`config.mk`:
```
export PLATFORM = sky130hd
export DESIGN_NAME = pio_port_io
export DESIGN_NICKNAME = d
export VERILOG_FILES = /design/src/pio_pkg.sv /design/src/pio_pin_cell.sv /design/src/pio_port_io.sv
export SDC_FILE = /design/constraint.sdc
export NUM_CORES = 1
export LEC_CHECK = 0
export BUFFER_PORTS_ARGS = -buffer_cell sky130_fd_sc_hd__buf_4
export CELL_PAD_IN_SITES_DETAIL_PLACEMENT = 1
export CELL_PAD_IN_SITES_GLOBAL_PLACEMENT = 1
export CORE_MARGIN = 8
export CORE_UTILIZATION = 38
export CTS_CLUSTER_DIAMETER = 60
export DETAILED_ROUTE_END_ITERATION = 12
export GPL_TIMING_DRIVEN = 0
export MAX_ROUTING_LAYER = met4
export PLACE_DENSITY = 0.81
export SYNTH_ARGS = -nofsm -noshare
export SYNTH_HDL_FRONTEND = slang
export SYNTH_SLANG_ARGS = --single-unit
```
`constraint.sdc`:
```
create_clock -name clk_sys -period 2.6 [get_ports clk_sys]
set_input_delay 0.39 -clock clk_sys [delete_from_list [all_inputs] [get_ports clk_sys]]
set_output_delay 0.39 -clock clk_sys [all_outputs]
set_load 0.02 [all_outputs]
```
`src/pio_pkg.sv`:
```
// Package: register addresses, reset values and widths of the port I/O block
package pio_pkg;
    // ****************************************
    // Register addresses
    // ****************************************
    localparam logic [7:0] PIO_ADDR_P0_DATA = 8'h80;
    localparam logic [7:0] PIO_ADDR_P1_DATA = 8'h90;
    localparam logic [7:0] PIO_ADDR_P0_OTYPE = 8'ha4;
    localparam logic [7:0] PIO_ADDR_P0_BYPASS = 8'hd4;
    localparam logic [7:0] PIO_ADDR_P0_ASEL = 8'hf1;
    localparam logic [7:0] PIO_ADDR_P1_ASEL = 8'hf2;
    localparam logic [7:0] PIO_ADDR_P1_OTYPE = 8'ha5;
    localparam logic [7:0] PIO_ADDR_XBAR_CTL = 8'he2;
    // ****************************************
    // Reset values and field positions
    // ****************************************
    localparam logic [7:0] PIO_RST_DATA = 8'hff;
    localparam logic [7:0] PIO_RST_OTYPE = 8'h00;
    localparam logic [7:0] PIO_RST_BYPASS = 8'h00;
    localparam logic [7:0] PIO_RST_ASEL = 8'hff;
    localparam logic [7:0] PIO_RST_XBAR = 8'h00;
    localparam int PIO_XBAR_EN_BIT = 6;
    localparam int PIO_WIDTH = 8;
endpackage : pio_pkg

```
`src/pio_pin_cell.sv`:
```
// Per-port pin cell: synchroniser, readback and driver control
`timescale 1ns/10ps
`default_nettype none
module pio_pin_cell #(
    parameter int WIDTH = 8
) (
    // Clock and reset
    input wire logic clk_sys,
    input wire logic rst_n,
    // Configuration
    input wire logic [WIDTH-1:0] latch,
    input wire logic [WIDTH-1:0] analog_sel,
    input wire logic [WIDTH-1:0] output_type,
    input wire logic [WIDTH-1:0] periph_own,
    input wire logic [WIDTH-1:0] periph_out,
    input wire logic [WIDTH-1:0] periph_oe,
    input wire logic xbar_en,
    // Pins
    input wire logic [WIDTH-1:0] pin_in,
    output logic [WIDTH-1:0] pin_out,
    output logic [WIDTH-1:0] pin_oe,
    output logic [WIDTH-1:0] pull_en,
    // Readback
    output logic [WIDTH-1:0] pin_level
);
    logic [WIDTH-1:0] sync_a;
    logic [WIDTH-1:0] sync_b;

    // Elaboration check: the readback path serves one byte at most
    if (WIDTH < 1 || WIDTH > 8) begin : g_bad_width
        $error("pio_pin_cell: WIDTH must be 1..8");
    end

    // Two-stage synchroniser on the pad inputs
    always_ff @(posedge clk_sys) begin
        if (!rst_n) begin
            sync_a <= '0;
            sync_b <= '0;
        end else begin
            sync_a <= pin_in;
            sync_b <= sync_a;
        end
    end

    genvar i;
    generate
        for (i = 0; i < WIDTH; i++) begin : g_pin
            logic drv_val;
            // Peripheral takes the pin when routed, otherwise the latch drives it
            assign drv_val = periph_own[i] ? periph_out[i] : latch[i];
            // Latch low always driven; latch high only when push-pull; routed pins follow periph_oe; analog or crossbar off kills driver
            assign pin_oe[i] = xbar_en && analog_sel[i] &&
                (periph_own[i] ? periph_oe[i] : (!drv_val || output_type[i]));
            assign pin_out[i] = drv_val;
            // Pull-up off for analog pins
            assign pull_en[i] = analog_sel[i];
            // Analog pins read one, digital pins read the pad level
            assign pin_level[i] = analog_sel[i] ? sync_b[i] : 1'b1;
        end
    endgenerate
endmodule : pio_pin_cell
`default_nettype wire

```
`src/pio_port_io.sv`:
```
// Port 0 and Port 1 general-purpose I/O: latches, mode registers and SFR access
// Contract
// - Pins not taken by crossbar or analog act as software-controlled GPIO.
// - Port data registers accessible as whole byte and as single bits.
// - Writes to port data go to an output latch that keeps driving.
// - Plain reads return live pin levels, even for crossbar-routed pins.
// - Read-modify-write instructions read the latch, not the pins.
// - ANL ORL XRL JBC CPL INC DEC DJNZ on a port are read-modify-write.
// - Bit move, clear and set on a port bit use latch reads too.
// - Latch 0 drives low; latch 1 drives high unless open-drain.
// - A pin set as analog input reads back as 1.
// - A digital input pin reads its pad level directly; here it is read through the two-stage synchroniser.
// - Output-type bit 0 means open-drain, 1 means push-pull.
// - Output-type bit ignored while the pin's analog-select bit is 0.
// - Analog-select 0 disables pull-up, driver and receiver of the pin.
// - All port drivers stay off while the crossbar is disabled.
`timescale 1ns/10ps
`default_nettype none
module pio_port_io (
    // Clock and reset
    input wire logic clk_sys,
    input wire logic rst_n,
    // SFR access from the core
    input wire logic [7:0] sfr_addr,
    input wire logic sfr_wr,
    input wire logic sfr_rd,
    input wire logic sfr_bit,
    input wire logic [2:0] sfr_bit_sel,
    input wire logic sfr_rmw,
    input wire logic [7:0] sfr_wdata,
    output logic [7:0] sfr_rdata,
    // Crossbar side
    input wire logic [7:0] p0_periph_own,
    input wire logic [7:0] p0_periph_out,
    input wire logic [7:0] p0_periph_oe,
    input wire logic [7:0] p1_periph_own,
    input wire logic [7:0] p1_periph_out,
    input wire logic [7:0] p1_periph_oe,
    output logic [7:0] p0_skip,
    output logic [7:0] p1_analog,
    output logic [7:0] p0_analog,
    output logic crossbar_global_enable,
    // Port 0 pins
    input wire logic [7:0] p0_pin_in,
    output logic [7:0] p0_pin_out,
    output logic [7:0] p0_pin_oe,
    output logic [7:0] p0_pull_en,
    // Port 1 pins
    input wire logic [7:0] p1_pin_in,
    output logic [7:0] p1_pin_out,
    output logic [7:0] p1_pin_oe,
    output logic [7:0] p1_pull_en
);
    import pio_pkg::*;

    // ****************************************
    // Registers
    // ****************************************
    logic [7:0] port_zero_data;
    logic [7:0] port_one_data;
    logic [7:0] port_zero_output_type;
    logic [7:0] port_one_output_type;
    logic [7:0] port_zero_crossbar_bypass;
    logic [7:0] port_zero_analog_select;
    logic [7:0] port_one_analog_select;
    logic [7:0] crossbar_ctl;
    logic [7:0] p0_level;
    logic [7:0] p1_level;
    logic [7:0] cur_val;
    logic [7:0] lat_val;
    logic [7:0] next_val;

    // Merge a single-bit write into the byte that was read
    function automatic logic [7:0] pio_merge(input logic [7:0] base, input logic bit_mode,
                                             input logic [2:0] sel, input logic [7:0] wdata);
        logic [7:0] res;
        res = base;
        if (bit_mode) begin
            res[sel] = wdata[0];
        end else begin
            res = wdata;
        end
        return res;
    endfunction : pio_merge

    // Byte seen by the current access: latch for RMW, pins otherwise
    always_comb begin
        cur_val = 8'h00;
        if (sfr_addr == PIO_ADDR_P0_DATA) begin
            cur_val = sfr_rmw ? port_zero_data : p0_level;
        end else if (sfr_addr == PIO_ADDR_P1_DATA) begin
            cur_val = sfr_rmw ? port_one_data : p1_level;
        end else if (sfr_addr == PIO_ADDR_P0_OTYPE) begin
            cur_val = port_zero_output_type;
        end else if (sfr_addr == PIO_ADDR_P1_OTYPE) begin
            cur_val = port_one_output_type;
        end else if (sfr_addr == PIO_ADDR_P0_BYPASS) begin
            cur_val = port_zero_crossbar_bypass;
        end else if (sfr_addr == PIO_ADDR_P0_ASEL) begin
            cur_val = port_zero_analog_select;
        end else if (sfr_addr == PIO_ADDR_P1_ASEL) begin
            cur_val = port_one_analog_select;
        end else if (sfr_addr == PIO_ADDR_XBAR_CTL) begin
            cur_val = crossbar_ctl;
        end
    end

    // Bit writes to port data always start from the latch, never the pins
    // A process, not a function call, so latch changes retrigger the merge
    always_comb begin
        lat_val = cur_val;
        if (sfr_addr == PIO_ADDR_P0_DATA) begin
            lat_val = port_zero_data;
        end else if (sfr_addr == PIO_ADDR_P1_DATA) begin
            lat_val = port_one_data;
        end
    end

    // Bit writes merge into the latch-read byte, so other latch bits are kept
    assign next_val = pio_merge((sfr_rmw || sfr_bit) ? lat_val : cur_val,
                                sfr_bit, sfr_bit_sel, sfr_wdata);

    // Port data latches
    always_ff @(posedge clk_sys) begin
        if (!rst_n) begin
            port_zero_data <= PIO_RST_DATA;
            port_one_data <= PIO_RST_DATA;
        end else if (sfr_wr) begin
            if (sfr_addr == PIO_ADDR_P0_DATA) begin
                port_zero_data <= next_val;
            end else if (sfr_addr == PIO_ADDR_P1_DATA) begin
                port_one_data <= next_val;
            end
        end
    end

    // Mode registers
    always_ff @(posedge clk_sys) begin
        if (!rst_n) begin
            port_zero_output_type <= PIO_RST_OTYPE;
            port_one_output_type <= PIO_RST_OTYPE;
            port_zero_crossbar_bypass <= PIO_RST_BYPASS;
            port_zero_analog_select <= PIO_RST_ASEL;
            port_one_analog_select <= PIO_RST_ASEL;
            crossbar_ctl <= PIO_RST_XBAR;
        end else if (sfr_wr) begin
            if (sfr_addr == PIO_ADDR_P0_OTYPE) begin
                port_zero_output_type <= next_val;
            end else if (sfr_addr == PIO_ADDR_P1_OTYPE) begin
                port_one_output_type <= next_val;
            end else if (sfr_addr == PIO_ADDR_P0_BYPASS) begin
                port_zero_crossbar_bypass <= next_val;
            end else if (sfr_addr == PIO_ADDR_P0_ASEL) begin
                port_zero_analog_select <= next_val;
            end else if (sfr_addr == PIO_ADDR_P1_ASEL) begin
                port_one_analog_select <= next_val;
            end else if (sfr_addr == PIO_ADDR_XBAR_CTL) begin
                crossbar_ctl <= next_val;
            end
        end
    end

    // Registered read data; unmapped addresses read zero
    always_ff @(posedge clk_sys) begin
        if (!rst_n) begin
            sfr_rdata <= 8'h00;
        end else if (sfr_rd) begin
            sfr_rdata <= sfr_bit ? {7'h00, cur_val[sfr_bit_sel]} : cur_val;
        end
    end

    // Crossbar-facing controls
    assign p0_skip = port_zero_crossbar_bypass;
    assign p0_analog = port_zero_analog_select;
    assign p1_analog = port_one_analog_select;
    assign crossbar_global_enable = crossbar_ctl[PIO_XBAR_EN_BIT];

    // ****************************************
    // Pin cells
    // ****************************************
    pio_pin_cell #(.WIDTH(PIO_WIDTH)) u_port0 (
        .clk_sys(clk_sys),
        .rst_n(rst_n),
        .latch(port_zero_data),
        .analog_sel(port_zero_analog_select),
        .output_type(port_zero_output_type),
        .periph_own(p0_periph_own),
        .periph_out(p0_periph_out),
        .periph_oe(p0_periph_oe),
        .xbar_en(crossbar_global_enable),
        .pin_in(p0_pin_in),
        .pin_out(p0_pin_out),
        .pin_oe(p0_pin_oe),
        .pull_en(p0_pull_en),
        .pin_level(p0_level)
    );

    pio_pin_cell #(.WIDTH(PIO_WIDTH)) u_port1 (
        .clk_sys(clk_sys),
        .rst_n(rst_n),
        .latch(port_one_data),
        .analog_sel(port_one_analog_select),
        .output_type(port_one_output_type),
        .periph_own(p1_periph_own),
        .periph_out(p1_periph_out),
        .periph_oe(p1_periph_oe),
        .xbar_en(crossbar_global_enable),
        .pin_in(p1_pin_in),
        .pin_out(p1_pin_out),
        .pin_oe(p1_pin_oe),
        .pull_en(p1_pull_en),
        .pin_level(p1_level)
    );
endmodule : pio_port_io
`default_nettype wire

```
After elaboration in Yosys (flattened, before gate mapping). Cells that the tools add are included.

Register bits after elaboration: 104. Bits of input ports: 89. Output and inout port bits: 81. Logic and storage cells: 171.

Order comparisons: 2. Equal/unequal tests: 8. Mux-type cells: 68. Bitwise operators: 6. Reduce and logical (&&, ||, !) cells: 74.

Operators with widths (count): 8-bit 2-to-1 mux (15); 8-bit == test (second input constant) (8); 1-bit 2-to-1 mux (50); 1-bit logical AND (33); 1-bit logical OR (17); 1-bit zero test (16); 8-bit bitwise mux (1); 7-bit AND reduction (1); 1-bit NOT (6); 3-bit AND reduction (2); 6-bit AND reduction (1); 5-bit AND reduction (1); 3-bit by 4-bit < comparator with 1-bit output (second input constant) (1); 2-bit AND reduction (2); 4-bit AND reduction (1); 1-bit binary-select mux with 3-bit select (1); 1-bit demux with 3-bit select (1); 3-bit by 1-bit greater-or-equal comparator with 1-bit output (second input constant) (1).

Longest topological paths before layout. Gate-level depths: netlist of run 1.

Word-level depth: 14. Gate-level depth with buffers: 10.

Modules after synthesis. Synthesis of run 1 repeated with hierarchy kept, for this count alone.

Cell total of the unflattened synthesis: 688. Area, all modules: 5919.4 um^2.

Modules (own cells, without submodules): pio_port_io (times used 1, cells an instance 492, area an instance 4097.7 um^2, seq. area each 1441.4 um^2); pio_pin_cell (times used 2, cells an instance 98, area an instance 910.9 um^2, seq. area each 320.3 um^2).

Worst setup path before layout of run 1. Ideal clock, no wire load.

Kind: input -> register. Start: input sfr_addr[0]. End: register port_zero_analog_select[5] (netlist: p0_analog[5]). Library setup time: 0.141 ns. Arrival: 2.012 ns. Required time: 2.459 ns. Setup slack: 0.446 ns. Cell stages on the path: 9. Buffers on the path: 2. Path through: buf_6 > clkbuf_1 > mux2_2 > a21oi_1 > nor2_1 > a21o_1 > a31o_2 > nand2_1 > o211ai_1.

Longest elaborated chain between the ends: 14. Elaborated cells on any way between the ends: 25.

Ends and longest elaborated chain: from (decl) (RTL line pio_port_io.sv:24) `input wire logic [7:0] sfr_addr,`; 8-bit == test (RTL line pio_port_io.sv:103) `end else if (sfr_addr == PIO_ADDR_XBAR_CTL) begin`; 8-bit 2-to-1 mux (RTL line pio_port_io.sv:103); 8-bit 2-to-1 mux (RTL line pio_port_io.sv:101) `end else if (sfr_addr == PIO_ADDR_P1_ASEL) begin`; 8-bit 2-to-1 mux (RTL line pio_port_io.sv:99) `end else if (sfr_addr == PIO_ADDR_P0_ASEL) begin`; 8-bit 2-to-1 mux (RTL line pio_port_io.sv:97) `end else if (sfr_addr == PIO_ADDR_P0_BYPASS) begin`; 8-bit 2-to-1 mux (RTL line pio_port_io.sv:95) `end else if (sfr_addr == PIO_ADDR_P1_OTYPE) begin`; 8-bit 2-to-1 mux (RTL line pio_port_io.sv:93) `end else if (sfr_addr == PIO_ADDR_P0_OTYPE) begin`; 8-bit 2-to-1 mux (RTL line pio_port_io.sv:91) `end else if (sfr_addr == PIO_ADDR_P1_DATA) begin`; 8-bit 2-to-1 mux (RTL line pio_port_io.sv:89) `if (sfr_addr == PIO_ADDR_P0_DATA) begin`; 8-bit 2-to-1 mux (RTL line pio_port_io.sv:114) `end else if (sfr_addr == PIO_ADDR_P1_DATA) begin`; 8-bit 2-to-1 mux (RTL line pio_port_io.sv:112) `if (sfr_addr == PIO_ADDR_P0_DATA) begin`; 8-bit 2-to-1 mux (RTL line pio_port_io.sv:120) `assign next_val = pio_merge((sfr_rmw || sfr_bit) ? lat_val : cur_val,`; 8-bit bitwise mux (RTL line pio_port_io.sv:79) `res[sel] = wdata[0];`; 8-bit 2-to-1 mux (RTL line pio_port_io.sv:78) `if (bit_mode) begin`; to (signal assigned) (RTL line pio_port_io.sv:154) `port_zero_analog_select <= next_val;`; to (decl) (RTL line pio_port_io.sv:64) `logic [7:0] port_zero_analog_select;`.

Parallel ways exist; a longest one is shown, timed or not. A chain may end at the register's enable or synchronous reset.

Final worst setup path of run 1.
Start: input sfr_addr[0]. End: register port_one_data[0].

Longest elaborated chain between the ends: 14. Elaborated cells on any way between the ends: 23.

Ends and longest elaborated chain: 8-bit == test (RTL line pio_port_io.sv:103); 8-bit 2-to-1 mux (RTL line pio_port_io.sv:103); 8-bit 2-to-1 mux (RTL line pio_port_io.sv:101); 8-bit 2-to-1 mux (RTL line pio_port_io.sv:99); 8-bit 2-to-1 mux (RTL line pio_port_io.sv:97); 8-bit 2-to-1 mux (RTL line pio_port_io.sv:95); 8-bit 2-to-1 mux (RTL line pio_port_io.sv:93); 8-bit 2-to-1 mux (RTL line pio_port_io.sv:91); 8-bit 2-to-1 mux (RTL line pio_port_io.sv:89); 8-bit 2-to-1 mux (RTL line pio_port_io.sv:114); 8-bit 2-to-1 mux (RTL line pio_port_io.sv:112); 8-bit 2-to-1 mux (RTL line pio_port_io.sv:120); 8-bit bitwise mux (RTL line pio_port_io.sv:79); 8-bit 2-to-1 mux (RTL line pio_port_io.sv:78); to (signal assigned) (RTL line pio_port_io.sv:132) `port_one_data <= next_val;`; to (decl) (RTL line pio_port_io.sv:60) `logic [7:0] port_one_data;`.

Parallel ways exist; a longest one is shown, timed or not.

==> impl_metrics.tcl, run 1 <==
set metrics [dict create \
    status "finished, final reports clean" \
    tritoncts "yes" \
    grt_pass1_wl_um 37600 \
    clk_path_buf_depth 2 \
    crit_chain "buf_6 > nand4bb_1 > nor2_1 > a221oi_1 > a2bb2oi_1 > o21ai_1 > nand2_1 > o211ai_1" \
    cts_root_buffer "clkbuf_16" \
    cts_sinks 104 \
    setup_viol 0 \
    gr-usage-all-layers 0.251 \
    core_um2 15700 \
    worstHoldPathCells 2 \
    clockPowerShare 0.385 \
    gp_congestion 0.971 \
    initial_utilization 0.384 \
    ys_async_sr_fraction 0 \
    first_pass_iters 5 \
    nets 1006 \
    postCtsSetupBuffers 0 \
    cp_max_fo 10 \
    yosysUniqueCellTypes 80 \
    cap_violations 0 \
    die_x_um 142 \
    slowest_delay_ps 640 \
    ys.flop_type "dfxtp_1" \
    vias_per_cell 5.72 \
    drv_slew 0 \
    die_area_um2 20100 \
    tns_ps 0 \
    min_period_ps 2520 \
    antenna_left 0 \
    vias 6510 \
    ff2ff_path_depth 8 \
    io_pins 170 \
    p_sw_frac 0.270 \
    area_delta_synth_final_pct 30.2 \
    place_area_um2 7540 \
    fmax_mhz 397 \
    worstPathArrival_ps 2790 \
    worstSetupPathType "input pin to flip-flop" \
    slew_headroom 0.453 \
    synth.cell_area_um2 6030 \
    worstSetupStartpointType "input pin" \
    wl_per_cell_um 22.2 \
    netlist_top_cells_area "dfxtp_1, nand2_1, mux2_2" \
    synthTopCellsByCount "nand2_1, dfxtp_1, a21oi_1" \
    synth_edf_count 0 \
    worst_pin_slew_ps 809 \
    antenna_cells 0 \
    antenna_found_initial 0 \
    synthCells 741 \
    worst_path_max_delay_cell "nor2_1" \
    clk_pin_slew_ps 80 \
    yosysWarnings 0 \
    cts-htree-levels 3 \
    fin_total_pwr_uw 3480 \
    initialDrtViolationCount 456 \
    final_area_um2 7850 \
    power_switching_uw 939 \
    max-vdd-ir-drop_uv 282 \
    fp.dieH_um 142 \
    seqPwrFrac 0.468 \
    synth.largest_area_cell "dfxtp_1" \
    worstHoldEndpoint "u_port1.sync_a[3]" \
    grt_pass1_vias 6599 \
    cts_resized 1 \
    grt_max_degree 19 \
    dp_hpwl_um 19800 \
    comb_power_share 0.147 \
    ys_ff_latch 104 \
    leakage_uw 0.00327 \
    cts_buffers 9 \
    routed_wl_um 25300 \
    worstPathRequired_ps 2870 \
    rsz0062_at_grt "false" \
    crit-reg2reg-launch "crossbar_ctl[6]" \
    p_int_uw 2540 \
    fin_skew_ps 7.17 \
    port_buffers 165 \
    end_kind "flip-flop" \
    hold_viol_final 0 \
    r2r_slack_ps 260 \
    ys_seq_area_frac 0.345 \
    gr-total-overflow 0 \
    clk_latency_ps 360 \
    yosysMostFrequentCell "nand2_1" \
    reg2reg_to "port_zero_data[6]" \
    hold_start "p1_pin_in[3]" \
    netlist.area_leader.share 0.345 \
    p_per_area_nw_per_um2 444 \
    rows 46 \
    syn_nets 830 \
    hold_class "input pin to flip-flop" \
    fin_crit_sh 0.969 \
    layout-drive-gt1-share 0.320 \
    cts_hold_buf 0 \
    avgSynthCellArea_um2 8.13 \
    drc_errors 0 \
    holdWs_ps 236 \
]
[flip-flops by register name (all words and copies together) (netlist names)]
| signal | flops |
|---|---|
| crossbar_ctl | 8 |
| p0_analog | 8 |
| p0_skip | 8 |
| p1_analog | 8 |
| port_one_data | 8 |
| port_one_output_type | 8 |
| port_zero_data | 8 |
| port_zero_output_type | 8 |
| sfr_rdata | 8 |
| u_port0.sync_a | 8 |
| u_port0.sync_b | 8 |
| u_port1.sync_a | 8 |
| u_port1.sync_b | 8 |
[power by group through the flow]
| stage | logic (µW) | clock network, µW | registers (µW) |
|---|---|---|---|
| final | 510 | 1340 | 1630 |
| after global routing | 540 | 1420 | 1630 |
| after CTS | 503 | 1350 | 1630 |
| after detailed placement | 500 | 0 | 1670 |
| after global placement | 492 | 0 | 1670 |
| after floorplan | 267 | 0 | 1660 |
[through the flow]
stage / cells / worst slack (ps) / util
3_3_place_gp: 1122 / -274 / 0.480
4_1_cts: 1138 / 40.7 / 0.498
5_1_grt: 1138 / 21.3 / 0.499
6_report: 1138 / 80.2 / 0.499
3_5_place_dp: 1122 / -314 / 0.480
2_1_floorplan: 741 / 446 / -
[worst max path at each step]
stage | from | end | depth (start not counted)
2_1_floorplan | sfr_addr[0] | p0_analog[5] | 9
3_3_place_gp | sfr_addr[1] | port_zero_data[6] | 9
3_5_place_dp | sfr_addr[1] | port_zero_data[6] | 9
4_1_cts | sfr_addr[1] | port_zero_data[6] | 9
5_1_grt | sfr_addr[0] | p0_analog[0] | 8
6_report | sfr_addr[0] | port_one_data[0] | 8
[layout by cell type, fill, tap and decap left out, types with 5 or more instances in the layout]
master	n
buf_2	7
o22ai_1	12
and2_1	39
inv_1	26
o211ai_1	28
nor2_1	50
a21boi_1	5
mux2_2	27
clkbuf_1	27
o21ai_0	17
mux2i_1	13
nand2b_1	10
dfxtp_1	104
or3b_2	6
nor3b_1	8
buf_4	201
a22o_1	6
a21boi_0	12
clkbuf_16	9
nand3_1	39
a21oi_1	56
nand2_1	105
[per-layer routing]
layer	track usage	vias up	wire (µm)
met1	0.301	3119	10600
met5	-	-	0
met4	0.101	0	902
li1	-	2967	-
met2	0.408	356	11600
met3	0.0496	68	2140
[cells by family after synthesis]
kind of cell,share of synthesized area
AND/OR/NAND/NOR,0.263
AO/OA/AOI/OAI,0.229
flip-flops,0.345
buffers and inverters,0.0911
multiplexers,0.0720
[area by class of cell]
cell class                      instances  area (µm²)
Fill cell                            1946        7870
Multi-Input combinational cell        535        3410
Tap cell                              216         270
Buffer                                 76         455
Timing Repair Buffer                  165        1240
Clock inverter                          6        52.6
Clock buffer                           10         239
Sequential cell                       104        2080
Inverter                               26        97.6
[critical path, delay by kind of cell]
kind	cells	cell delay [ps]
buf+inv	1	130
compound gates	4	1120
simple gates	3	1140
Power figures use the tool's default switching activity.
==> run 2, diff against run 1 <==
PLACE_DENSITY = 0.86   (was 0.81)
==> impl_metrics.tcl, run 2 (synthesis results as in run 1) <==
set metrics [dict create \
    status "finished, final reports clean" \
    slew_headroom 0.429 \
    cts_root_buffer "clkbuf_16" \
    groute.layer.met2.usage 0.418 \
    crit_chain "buf_6 > clkbuf_1 > mux2_2 > a21oi_1 > nor2_1 > a32oi_1 > o2111ai_1 > nor4_1 > o22ai_1" \
    fp.dieH_um 142 \
    layout_commonest_cell "buf_4" \
    layout_common_cells "buf_4, nand2_1, dfxtp_1" \
    cts_hold_buf 0 \
    cts_sinks 104 \
    clk_latency_ps 360 \
    clk_path_buf_depth 2 \
    max-vdd-ir-drop_uv 313 \
    slowest_delay_ps 540 \
    cts-htree-levels 3 \
    worst_pin_slew_ps 844 \
    setup_slack_ps 124 \
    initialDrtViolationCount 511 \
    fin_skew_ps 7.07 \
    leakage_uw 0.00328 \
    cts_buffers 9 \
    holdWs_ps 235 \
    min_period_ps 2480 \
    grt_util_met3 0.0473 \
    fillers 1966 \
    fin_cells 1138 \
    worst_path_max_delay_cell "clkbuf_1" \
    gr-total-overflow 0 \
    setup_viol 0 \
    use_met1 0.304 \
    drv_slew 0 \
    vias 6470 \
    seqCellArea_um2 2080 \
    nets 1006 \
    fin_crit_sh 0.952 \
    fmax_mhz 404 \
    pre_cts_slack_ps -244 \
    worstPathArrival_ps 2710 \
    grt_max_degree 20 \
    cp_top_family "compound AO/OA/AOI/OAI gates" \
    cap_violations 0 \
    multiInputGateArea_um2 3400 \
    antenna_found_initial 0 \
    dp.cells 1122 \
    clk_pin_slew_ps 80 \
    hold_class "input pin to flip-flop" \
    worstSetupPathType "input pin to flip-flop" \
    layout-drive-gt1-share 0.318 \
    drc_errors 0 \
    grt_pass1_vias 6762 \
    p_per_area_nw_per_um2 456 \
    vias_per_cell 5.69 \
    port_buffers 165 \
    gr-usage-all-layers 0.256 \
    area_delta_synth_final_pct 30.4 \
    busiest_layer "met2" \
    core_um2 15700 \
    tritoncts "yes" \
    gp_congestion 0.962 \
    fin_total_pwr_uw 3580 \
    antenna_left 0 \
    rows 46 \
    antenna_cells 0 \
    routed_wl_um 25300 \
    io_pins 170 \
    cp_num_buf_inv 2 \
    dp_hpwl_um 19800 \
    initial_utilization 0.384 \
    end_kind "flip-flop" \
    worstPathRequired_ps 2830 \
    die_area_um2 20100 \
    first_pass_iters 5 \
    wl_per_cell_um 22.2 \
    cp_max_fo 10 \
    hold_viol_final 0 \
    post-route-util 0.500 \
    rsz0062_at_grt "false" \
    grt_pass1_wl_um 38400 \
    worstSetupStartpointType "input pin" \
    die_x_um 142 \
]
[run 2: report_power, final]
part | internal (µW) | switching (µW)
clock network | 770 | 667
registers | 1620 | 12.8
logic | 233 | 280
[run 2: routing by layer]
metal | routed length [µm] | up-vias
met5 | 0 | -
met4 | 907 | 0
met3 | 1880 | 64
met2 | 11900 | 344
met1 | 10600 | 3111
li1 | - | 2951
[run 2: cell type report]
| cell class | instances | share of cell area |
|---|---|---|
| plain buffers | 76 | 0.0578 |
| flip-flops and latches | 104 | 0.265 |
| repair buffers | 165 | 0.158 |
| inverters | 26 | 0.0124 |
| well taps | 216 | 0.0344 |
| clock buffers | 9 | 0.0287 |
| clock inverters | 7 | 0.0115 |
| multi-input cells | 535 | 0.433 |
[run 2: worst paths after layout]
path / to / slack [ps] / cells past startpoint / startpoint
max: sfr_rdata[0] / 120 / 9 / sfr_addr[0]
min: u_port1.sync_a[7] / 240 / 2 / p1_pin_in[7]
max reg2reg: sfr_rdata[0] / 150 / 7 / p1_analog[1]
min reg2reg: u_port1.sync_b[5] / 440 / 1 / u_port1.sync_a[5]
[run 2: metrics by stage]
step / TNS [ps] / instance area, µm²
global placement: -2640 / 7540
detailed placement: -3450 / 7540
finish: 0 / 7860
CTS: 0 / 7850
global route: 0 / 7860
floorplan: 0 / 6030
[run 2: what timing repair did]
| item | in CTS | in global routing |
|---|---|---|
| gates resized for setup | 1 | 3 |
| buffers inserted | 0 | 0 |
| endpoints found under the setup margin | 5 | 13 |
==> run 3, diff against run 2 <==
SETUP_SLACK_MARGIN = 0.3   (was not set)
==> impl_metrics.tcl, run 3 (synthesis results as in run 1) <==
set metrics [dict create \
    rows 46 \
    fin_crit_sh 0.872 \
    setup_slack_ps 332 \
    layout_common_cells "buf_4, nand2_1, dfxtp_1" \
    vias 6498 \
    fmax_mhz 441 \
    first_pass_iters 6 \
    clk_latency_ps 360 \
    min_period_ps 2270 \
    initial_utilization 0.384 \
    end_kind "flip-flop" \
    fin_skew_ps 6.81 \
    worst_pin_slew_ps 818 \
    multiInputGateArea_um2 3470 \
    final_area_um2 8000 \
    worst_path_max_delay_cell "a222oi_1" \
    vias_per_cell 5.68 \
    clk_pin_slew_ps 80 \
    dp.cells 1122 \
    layout_commonest_cell "buf_4" \
    fin_cells 1145 \
    crit_chain "buf_4 > buf_4 > and4b_1 > and2_1 > buf_4 > a222oi_1 > a21boi_4 > buf_4 > a21oi_2 > o22ai_4 > o211ai_1" \
    cts_root_buffer "clkbuf_16" \
    tritoncts "yes" \
    hold_class "input pin to flip-flop" \
    hold_viol_final 0 \
    drv_slew 0 \
    die_x_um 142 \
    leakage_uw 0.00335 \
    rsz0062_at_grt "true" \
    routed_wl_um 25500 \
    worstSetupPathType "input pin to flip-flop" \
    slew_headroom 0.455 \
    drc_errors 0 \
    layout-drive-gt1-share 0.339 \
    grt_max_degree 20 \
    cts-htree-levels 3 \
    area_delta_synth_final_pct 32.7 \
    cts_sinks 104 \
    die_area_um2 20100 \
    gr-total-overflow 0 \
    grt_pass1_wl_um 38400 \
    max-vdd-ir-drop_uv 316 \
    antenna_left 0 \
    cp_max_fo 10 \
    gp_congestion 0.962 \
    fin_total_pwr_uw 3590 \
    cap_violations 0 \
    grt_pass1_vias 6775 \
    setup_viol 0 \
    place_area_um2 7540 \
    cts_buffers 9 \
    seqCellArea_um2 2080 \
    worstSetupStartpointType "input pin" \
    clk_path_buf_depth 2 \
    antenna_cells 0 \
    nets 1013 \
    fillers 1956 \
    pre_cts_slack_ps -244 \
    fp.dieH_um 142 \
    core_um2 15700 \
    antenna_found_initial 0 \
    gr-usage-all-layers 0.256 \
    worstPathRequired_ps 2810 \
    initialDrtViolationCount 485 \
    p_per_area_nw_per_um2 449 \
    wl_per_cell_um 22.3 \
    cp_num_buf_inv 4 \
    cp_top_family "compound AO/OA/AOI/OAI gates" \
    status "finished, final reports clean" \
    port_buffers 165 \
    worstPathArrival_ps 2480 \
    cpMostUsedCell "buf_4" \
    io_pins 170 \
    slowest_delay_ps 390 \
    dp_hpwl_um 19800 \
]
## run 3: area by class of cell
cell class                 count  area share
multi-input combinational    535       0.435
sequential                   104       0.261
timing repair buffer         172       0.161
buffer                        76      0.0581
tap                          216      0.0338
clock buffer                   9      0.0282
inverter                      26      0.0122
clock inverter                 7      0.0113
## run 3: repair_timing
action | CTS | global route
cloned | 0 | 0
buffers inserted | 0 | 7
hold buffers | 0 | 0
pin swaps | 1 | 11
resized for setup | 11 | 22
setup endpoints to repair | 34 | 51
## run 3: path summary, 6_finish.rpt
check                     from           endpoint  slack (ps)  depth (start not counted)
max reg2reg       p1_analog[4]       sfr_rdata[0]         430                          7
min reg2reg  u_port1.sync_a[5]  u_port1.sync_b[5]         440                          1
max                sfr_addr[5]   port_one_data[3]         330                         11
min               p1_pin_in[7]  u_port1.sync_a[7]         240                          2
## run 3: power breakdown
part / switching [µW] / internal (µW)
logic: 288 / 239
clock network: 661 / 769
registers: 13.1 / 1620
total: 962 / 2620
## run 3: per-layer routing
metal	track usage	vias to the layer above	wire length, µm
li1	-	2975	-
met1	0.301	3086	10700
met2	0.417	363	11900
met3	0.0490	74	1980
met4	0.117	0	1030
met5	-	-	0
## run 3: through the flow
stage / utilization / hold slack [ps] / setup TNS, ps
floorplan: - / 412 / 0
global placement: 0.480 / 414 / -2640
detailed placement: 0.480 / 420 / -3450
CTS: 0.502 / 230 / 0
global route: 0.509 / 233 / 0
finish: 0.509 / 235 / 0
